### config.mk
export PLATFORM = sky130hd
export DESIGN_NAME = cbcs_sequencer
export DESIGN_NICKNAME = d
export VERILOG_FILES = /design/src/design/cbcs_edge_detect.v /design/src/design/cbcs_sequencer.v
export VERILOG_INCLUDE_DIRS = /design/src /design/src/pkg
export SDC_FILE = /design/constraint.sdc
export NUM_CORES = 1
export LEC_CHECK = 0
export BUFFER_PORTS_ARGS = -buffer_cell sky130_fd_sc_hd__buf_2
export CAP_MARGIN = 5
export CELL_PAD_IN_SITES_DETAIL_PLACEMENT = 0
export CELL_PAD_IN_SITES_GLOBAL_PLACEMENT = 2
export CORE_ASPECT_RATIO = 2
export CORE_MARGIN = 4
export CORE_UTILIZATION = 37
export DETAILED_ROUTE_END_ITERATION = 8
export GPL_TIMING_DRIVEN = 1
export HOLD_SLACK_MARGIN = 0.15
export PLACE_DENSITY = 0.8
export SYNTH_ARGS = -nofsm -noshare
export SYNTH_HDL_FRONTEND = slang
export SYNTH_SLANG_ARGS = --single-unit
export TNS_END_PERCENT = 100
### constraint.sdc
create_clock -name clk -period 4.12 [get_ports clk]
set_clock_uncertainty 0.15 [all_clocks]
set_input_delay 0.412 -clock clk [delete_from_list [all_inputs] [get_ports clk]]
set_output_delay 0.412 -clock clk [all_outputs]
set_load 0.01 [all_outputs]
### src/pkg/cbcs_defs.vh
`ifndef CBCS_DEFS_VH
`define CBCS_DEFS_VH

// Width of the horizontal sync pulse counter.
`define CBCS_CNT_W 5

// Counted sync pulse numbers that move the outputs.
`define CBCS_QUIET_LAST 5'h0D
`define CBCS_BIAS_START 5'h0E
`define CBCS_SETUP_START 5'h0F
`define CBCS_MEAS_START 5'h12
`define CBCS_CYCLE_END 5'h15

// Lengths in horizontal line periods.
`define CBCS_BIAS_LINES 5'h07
`define CBCS_SETUP_LINES 5'h03

// Output levels while no bias cycle is under way.
`define CBCS_AUTO_BIAS_IDLE 1'h0
`define CBCS_GRID_IDLE 1'h1
`define CBCS_PROGRAM_IDLE 1'h1

// Reset value of the counter.
`define CBCS_CNT_RESET 5'h00

`endif

### src/design/cbcs_edge_detect.v
`timescale 1ns/1ps

// Finds the rising edge of a level that is already synchronous to clk.
module cbcs_edge_detect #(
    parameter IDLE_LEVEL = 1'h0
) (
    input wire clk,
    input wire rstn,
    input wire level,
    output wire rise
);
    reg level_q;

    // Previous sample of the level; reset to its idle value so no false edge appears.
    always @(posedge clk or negedge rstn) begin
        if (!rstn) begin
            level_q <= IDLE_LEVEL;
        end else begin
            level_q <= level;
        end
    end

    // A rise lasts exactly one clock cycle.
    assign rise = level & ~level_q;
endmodule // cbcs_edge_detect

### src/design/cbcs_sequencer.v
// Operation
// - Count syncs in retrace; outputs idle first thirteen.
// - Fourteenth sync raises the auto-bias output.
// - Auto-bias stays high seven lines, then drops.
// - Fifteenth sync starts setup, grid pulse active.
// - Setup lasts three lines, syncs fifteen to seventeen.
// - Eighteenth sync drives grid high, measurement starts.
// - Program pulse goes low with grid high.
`timescale 1ns/1ps
`include "cbcs_defs.vh"

module cbcs_sequencer #(
    parameter CNT_W = `CBCS_CNT_W,
    parameter [CNT_W-1:0] BIAS_START = `CBCS_BIAS_START,
    parameter [CNT_W-1:0] SETUP_START = `CBCS_SETUP_START,
    parameter [CNT_W-1:0] MEAS_START = `CBCS_MEAS_START,
    parameter [CNT_W-1:0] CYCLE_END = `CBCS_CYCLE_END
) (
    input wire clk,
    input wire rstn,
    input wire hsync,
    input wire vretrace,
    output reg auto_bias,
    output reg grid_pulse,
    output reg program_pulse,
    output reg cycle_busy,
    output reg cycle_done,
    output reg cycle_abort,
    output reg [CNT_W-1:0] line_count
);
    // One-hot states of the bias cycle.
    localparam [4:0] ST_IDLE = 5'h01;
    localparam [4:0] ST_QUIET = 5'h02;
    localparam [4:0] ST_BIAS = 5'h04;
    localparam [4:0] ST_SETUP = 5'h08;
    localparam [4:0] ST_MEAS = 5'h10;

    // Count step, sized to the counter so no bits are dropped in the sum.
    localparam [CNT_W-1:0] CNT_ONE = {{(CNT_W-1){1'h0}}, 1'h1};

    reg [4:0] state;
    reg [4:0] next_state;
    reg [CNT_W-1:0] count;
    reg [CNT_W-1:0] next_count;
    reg [CNT_W-1:0] count_inc;
    reg next_done;
    reg next_abort;
    reg next_auto_bias;
    reg next_grid_pulse;
    reg next_program_pulse;
    reg next_busy;

    wire hsync_rise;
    wire retrace_rise;

    // Edge of each horizontal sync pulse; one edge is one counted pulse.
    cbcs_edge_detect #(
        .IDLE_LEVEL(1'h0)
    ) u_hsync_edge (
        .clk(clk),
        .rstn(rstn),
        .level(hsync),
        .rise(hsync_rise)
    );

    // Start of the vertical retrace interval.
    cbcs_edge_detect #(
        .IDLE_LEVEL(1'h0)
    ) u_retrace_edge (
        .clk(clk),
        .rstn(rstn),
        .level(vretrace),
        .rise(retrace_rise)
    );

    // Maps a pulse number onto the phase of the cycle it belongs to.
    function [4:0] phase_of;
        input [CNT_W-1:0] num;
        begin
            if (num >= CYCLE_END) begin
                phase_of = ST_IDLE;
            end else if (num >= MEAS_START) begin
                phase_of = ST_MEAS;
            end else if (num >= SETUP_START) begin
                phase_of = ST_SETUP;
            end else if (num >= BIAS_START) begin
                phase_of = ST_BIAS;
            end else begin
                phase_of = ST_QUIET;
            end
        end
    endfunction

    // Next state and count. A new retrace always wins and restarts the count.
    always @* begin
        next_state = state;
        next_count = count;
        next_done = 1'h0;
        next_abort = 1'h0;
        count_inc = count + CNT_ONE;
        if (retrace_rise) begin
            // A sync edge in the same cycle as the retrace start is the first one counted.
            next_count = hsync_rise ? CNT_ONE : {CNT_W{1'h0}};
            next_state = hsync_rise ? phase_of(CNT_ONE) : ST_QUIET;
            next_abort = ~state[0];
        end else begin
            case (state)
                ST_IDLE: begin
                    // Syncs after the last pulse are ignored; the count holds.
                    next_state = ST_IDLE;
                end
                ST_QUIET: begin
                    if (hsync_rise) begin
                        // Pulses one to thirteen leave every cycle output idle; cycle_busy stays high.
                        next_count = count_inc;
                        next_state = phase_of(count_inc);
                    end
                end
                ST_BIAS: begin
                    if (hsync_rise) begin
                        next_count = count_inc;
                        next_state = phase_of(count_inc);
                    end
                end
                ST_SETUP: begin
                    if (hsync_rise) begin
                        // Setup holds for pulses fifteen, sixteen and seventeen.
                        next_count = count_inc;
                        next_state = phase_of(count_inc);
                    end
                end
                ST_MEAS: begin
                    if (hsync_rise) begin
                        next_count = count_inc;
                        next_state = phase_of(count_inc);
                        next_done = (count_inc >= CYCLE_END);
                    end
                end
                default: begin
                    next_state = ST_IDLE;
                    next_count = {CNT_W{1'h0}};
                end
            endcase
        end
    end

    // Output levels that belong to the next phase; anything else keeps idle levels.
    always @* begin
        next_auto_bias = `CBCS_AUTO_BIAS_IDLE;
        next_grid_pulse = `CBCS_GRID_IDLE;
        next_program_pulse = `CBCS_PROGRAM_IDLE;
        next_busy = 1'h0;
        case (next_state)
            ST_QUIET: begin
                // Pulses one to thirteen only count; every cycle output stays idle.
                next_busy = 1'h1;
            end
            ST_BIAS: begin
                // Blanks the external drive to black from pulse fourteen.
                next_auto_bias = 1'h1;
                next_busy = 1'h1;
            end
            ST_SETUP: begin
                // Auto-bias stays high; the low grid level raises cathode current.
                next_auto_bias = 1'h1;
                next_grid_pulse = 1'h0;
                next_busy = 1'h1;
            end
            ST_MEAS: begin
                // Grid returns high and the program pulse drops in the same cycle.
                next_auto_bias = 1'h1;
                next_grid_pulse = 1'h1;
                next_program_pulse = 1'h0;
                next_busy = 1'h1;
            end
            default: begin
                // Idle after the last pulse: auto-bias low ends the bias cycle.
                next_auto_bias = `CBCS_AUTO_BIAS_IDLE;
            end
        endcase
    end

    // State and counter registers.
    always @(posedge clk or negedge rstn) begin
        if (!rstn) begin
            state <= ST_IDLE;
            count <= `CBCS_CNT_RESET;
        end else begin
            state <= next_state;
            count <= next_count;
        end
    end

    // Outputs are registered from the next state so they move with the counted edge.
    always @(posedge clk or negedge rstn) begin
        if (!rstn) begin
            auto_bias <= `CBCS_AUTO_BIAS_IDLE;
            grid_pulse <= `CBCS_GRID_IDLE;
            program_pulse <= `CBCS_PROGRAM_IDLE;
        end else begin
            // High from pulse fourteen until pulse twenty-one, seven lines.
            auto_bias <= next_auto_bias;
            // Low during setup to raise cathode current; high again at measurement.
            grid_pulse <= next_grid_pulse;
            // Low for the whole measurement phase, released at cycle end.
            program_pulse <= next_program_pulse;
        end
    end

    // Status outputs for the surrounding logic.
    always @(posedge clk or negedge rstn) begin
        if (!rstn) begin
            cycle_busy <= 1'h0;
            cycle_done <= 1'h0;
            cycle_abort <= 1'h0;
            line_count <= `CBCS_CNT_RESET;
        end else begin
            cycle_busy <= next_busy;
            cycle_done <= next_done;
            cycle_abort <= next_abort;
            line_count <= next_count;
        end
    end
endmodule // cbcs_sequencer

# After elaboration in Yosys (flattened, before gate mapping)
# Index checks and enable logic that the tools add are counted.
[op_classes]
bitwise_logic = 5
muxes = 19
n_lt_le_gt_ge = 4
eq_ne = 11
n_addsub = 1
reduce_logical = 4
[op_table]
columns = ["cell", "n"]
rows = [
  ["$mux W5", 8],
  ["$eq A5 B2 Y1 const B", 2],
  ["$eq A5 B3 Y1 const B", 2],
  ["$eq A5 B4 Y1 const B", 2],
  ["$eq A5 B5 Y1 const B", 2],
  ["$ge A5 B4 Y1 const B", 2],
  ["$ge A5 B5 Y1 const B", 2],
  ["$pmux W5 S2", 1],
  ["$mux W1", 9],
  ["$reduce_or A4 Y1", 2],
  ["$add A5 B1 Y5 const B", 1],
  ["$eq A5 B1 Y1 const B", 1],
  ["$mux W3", 1],
  ["$ne A3 B1 Y1 const B", 1],
  ["$not A1 Y1", 3],
  ["$reduce_or A3 Y1", 1],
  ["$and A1 B1 Y1", 2],
  ["$ne A2 B2 Y1 const B", 1],
  ["$reduce_and A2 Y1", 1],
]
[word_totals]
out_inout_bits = 11
register_bits = 18

# Longest topological paths before layout
[depth]
depth_word = 12
mapped_depth = 7

# Modules after synthesis
# A second synthesis with hierarchy kept.
[unflattened]
hier_cells = 101
hier_area_um2 = 1017.2
[modules_own_cells]
columns = ["mod", "seq_area_each_um2", "instances", "area_per_inst_um2", "cells_each"]
rows = [
  ["cbcs_sequencer", 404.1, 1, 939.7, 97],
  ["cbcs_edge_detect", 25.0, 2, 38.8, 2],
]

# Worst setup path after synthesis
# Ideal clock, no wire load.
[synth_path]
path_type = "reg-to-reg"
start = "register, netlist name line_count[0]"
end = "register program_pulse"
setup_ns = 0.077
t_arrival_ns = 1.762
path_slack_ns = 2.131
required_ns = 3.893
path_stages_with_launch = 7
path_cell_list = "dfrtp_1 > inv_2 > ha_1 > or3_1 > a21boi_2 > nand2_1 > a21o_1"
[synth_lines]
columns = ["item", "line_no", "rtl"]
rows = [
  ["end signal: assignment", "cbcs_sequencer.v:199", "program_pulse <= `CBCS_PROGRAM_IDLE;"],
  ["end signal: assignment", "cbcs_sequencer.v:206", "program_pulse <= next_program_pulse;"],
  ["end: declaration", "cbcs_sequencer.v:25", "output reg program_pulse,"],
]

# Final worst setup path
[layout_path]
start = "input port hsync"
end = "register line_count[2]"
[layout_via]
elab_chain_cells = 3
[layout_rtl]
columns = ["item", "line_no", "rtl"]
rows = [
  ["start: declaration", "cbcs_sequencer.v:21", "input wire hsync,"],
  ["$and A1 B1 Y1", "cbcs_edge_detect.v:24", "assign rise = level & ~level_q;"],
  ["$ne A3 B1 Y1 (no line)", "-", ""],
  ["$reduce_and A2 Y1 (no line)", "-", ""],
  ["end signal: assignment", "cbcs_sequencer.v:216", "line_count <= `CBCS_CNT_RESET;"],
  ["end signal: assignment", "cbcs_sequencer.v:221", "line_count <= next_count;"],
  ["end: declaration", "cbcs_sequencer.v:29", "output reg [CNT_W-1:0] line_count"],
]
# Every way passes these cells.
# A chain may end at the register's enable or synchronous reset.

==> qor.csv <==
metric;value;unit
fillers;276;
h-tree-depth;1;
drt_pre_antenna_iters;4;
required;4080;ps
slew_violations;0;
initial_core_util;38.1;%
netlist_area;1040;um^2
clock_sinks;18;
drtAntennaViolNets;0;
met2_usage;23.9;%
die_h;83.1;um
min_period_over_period;54.4;%
die_area;3790;um^2
worstReg2RegEnd;program_pulse$_DFF_PN1_;
grt_busiest_layer;met2;
setup_tns;0;ps
clk_pin_slew_worst_paths;70;ps
critPathLaunchType;input pin;
finalHoldWorstSlack;391;ps
period_needed;2240;ps
final_hold_viol_count;0;
io_buffer_count;14;
die_w;45.6;um
grt_first_pass_wirelength;4.29;mm
cts_buffers;3;
crit_start;hsync;
cp.arrival;2200;ps
post-cts-setup-buffers;0;
via_count;888;
wl_per_cell;16.5;um
antenna_cells;0;
critPathMaxFanout;12;
worstHoldPathCells;1;
clk_latency;250;ps
cap_violations;0;
antenna_found_initial;0;
grtUsageTotal;15.2;%
use_met1;17.3;%
ys_seq_area_share;43.5;%
hp-start;state[0]$_DFF_PN1_;
core;2740;um^2
synth_warnings;0;
row_count;27;
whs_endpoint;cycle_abort$_DFF_PN0_;
io_pins;15;
grt_util_met3;2.17;%
end_kind;flip-flop;
fmax;0.446;GHz
slew_headroom;61.3;%
powerDensity;302;nW/um^2
rsz0062_at_grt;false;
crit_slowest_cell;dlygate4sd3_1;
cts_root_buf;clkbuf_8;
finalPower;0.000365;W
hp-class;reg2reg;
power.leakage;0.522;nW
clock_path_buffers;2;
crit_buf_inv;2;
reg2reg_from;line_count[0]$_DFFE_PN0P_;
place_congestion;0.910;
status;finished clean;
drive_gt1_share;22.2;%
synth_seq_cells;18;
r2r_slack;1960;ps
slowest_delay;520;ps
crit_cells;7;
cts_tree;built;
area_growth;15.9;%
cp_common_cell;o21ai_0;
fin_util;44.2;%
tightest_slew;580;ps
overflow;0;
remaining_drc_errors;0;
setup_violations;0;
synthesis.area_per_instance;9.49;um^2
crit_chain;dlygate4sd3_1, buf_2, nand2b_1, nand2_1, o21ai_0, a21oi_1, o21ai_0;
synthDistinctLibCells;40;
grt_pass1_vias;918;
vdd_ir_drop_max;0.000161;V
drt_wl_total;2.55;mm
drt-vias-per-instance;5.73;
drt_iter0_markers;4;
hpwl;1.96;mm
synth_nets;118;
reg2reg_depth;6;
grt_max_degree;19;
critPathTopFamily;compound AO/OA/AOI/OAI gates;
nNetsFinal;135;
postSynthCellCount;110;
worstSetupPathType;in2reg;
-- repair_timing --
item / 4_1_cts / 5_1_grt
endpoints found under the hold margin: 17 / 0
resized for setup: 0 / 0
hold buffers: 3 / 0
-- cell usage after synthesis, drive strengths merged --
library cell,n,area [um^2]
o21ai,6,30.0
dfstp,3,78.8
nor2,5,18.8
and2b,1,7.51
nor3,2,10.0
o2111ai,1,8.76
a21oi,10,53.8
o32ai,4,35.0
nand3,6,35.0
and2,1,6.26
nor3b,2,15.0
nand2,15,56.3
o21bai,1,7.51
clkbuf,2,7.51
and3b,1,10.0
a21o,2,15.0
a211oi,1,7.51
nor2b,6,37.5
a21boi,2,18.8
ha,4,50.1
or3,1,6.26
nor4,1,6.26
a211o,2,17.5
buf,3,17.5
o211a,1,10.0
o31ai,1,12.5
a32o,1,10.0
nand4b,1,8.76
o21a,1,7.51
inv,2,7.50
xor2,4,42.6
dfrtp,15,375
nand2b,2,12.5
-- through the flow --
stage / cells / instance area, um^2 / setup slack [ps]
global placement: 148 / 1120 / 1970
global route: 155 / 1210 / 1690
floorplan: 110 / 1040 / 2130
CTS: 155 / 1210 / 1870
finish: 155 / 1210 / 1880
detailed placement: 148 / 1120 / 1960
-- layer usage --
layer | wire (um) | vias to the layer above
met5 | 0 | -
met4 | 148 | 0
met3 | 71 | 11
met2 | 1330 | 18
met1 | 1000 | 435
li1 | - | 424
-- sequential cells by signal, indices dropped and copies added, names as in the netlist --
name	cells
cycle_abort	1
auto_bias	1
line_count	5
u_hsync_edge.level_q	1
u_retrace_edge.level_q	1
program_pulse	1
state	5
cycle_done	1
grid_pulse	1
cycle_busy	1
-- area by class of cell --
class | count | area (um^2) | area share [%]
Sequential cell | 18 | 454 | 37.5
Inverter | 2 | 7.51 | 0.620
Timing Repair Buffer | 17 | 100 | 8.27
Clock buffer | 4 | 55.1 | 4.55
Tap cell | 29 | 36.3 | 3.00
Multi-Input combinational cell | 85 | 557 | 46.0
-- cells by family (layout without fill, tap and decap cells) --
group / count (synthesis) / in the layout / synth area share (%)
DFF: 18 / 18 / 43.5
and+or+nand+nor: 44 / 44 / 22.1
xor gates and xnor gates: 4 / 4 / 4.08
buffers and inverters: 7 / 23 / 3.12
adders and majority gates: 4 / 4 / 4.80
AOI/OAI and AO/OA: 33 / 33 / 22.4
-- worst reg2reg max path, cell delays in order, from the launching register on --
cell and delay, ps:
dfrtp_1 520, inv_2 120, ha_1 390, or3_1 400, a21boi_2 210, nand2_1 110
a21o_1 190
-- where the power goes --
group	internal [W]	total (W)	switching, W
logic	0.0000120	0.0000349	0.0000229
clock network	0.0000849	0.000144	0.0000590
registers	0.000182	0.000186	0.00000468
-- cell usage in the layout (no fill, tap or decap), types with 3 or more instances in the layout --
cell type and count:
nand2_1 15, dfrtp_1 15, buf_2 14, a21oi_1 9
nor2b_1 6, nor2_1 5, nand3_1 5, o21ai_0 5
o32ai_1 4, ha_1 4, clkbuf_8 4, xor2_1 3
dfstp_2 3, dlygate4sd3_1 3
-- worst max-delay path by stage --
stage	to	slack, ps
2_1_floorplan	program_pulse$_DFF_PN1_	2130
3_3_place_gp	program_pulse$_DFF_PN1_	1970
3_5_place_dp	program_pulse$_DFF_PN1_	1960
4_1_cts	line_count[4]$_DFFE_PN0P_	1870
5_1_grt	line_count[4]$_DFFE_PN0P_	1690
6_report	line_count[2]$_DFFE_PN0P_	1880
No activity file was read; power rests on OpenSTA's default activity.
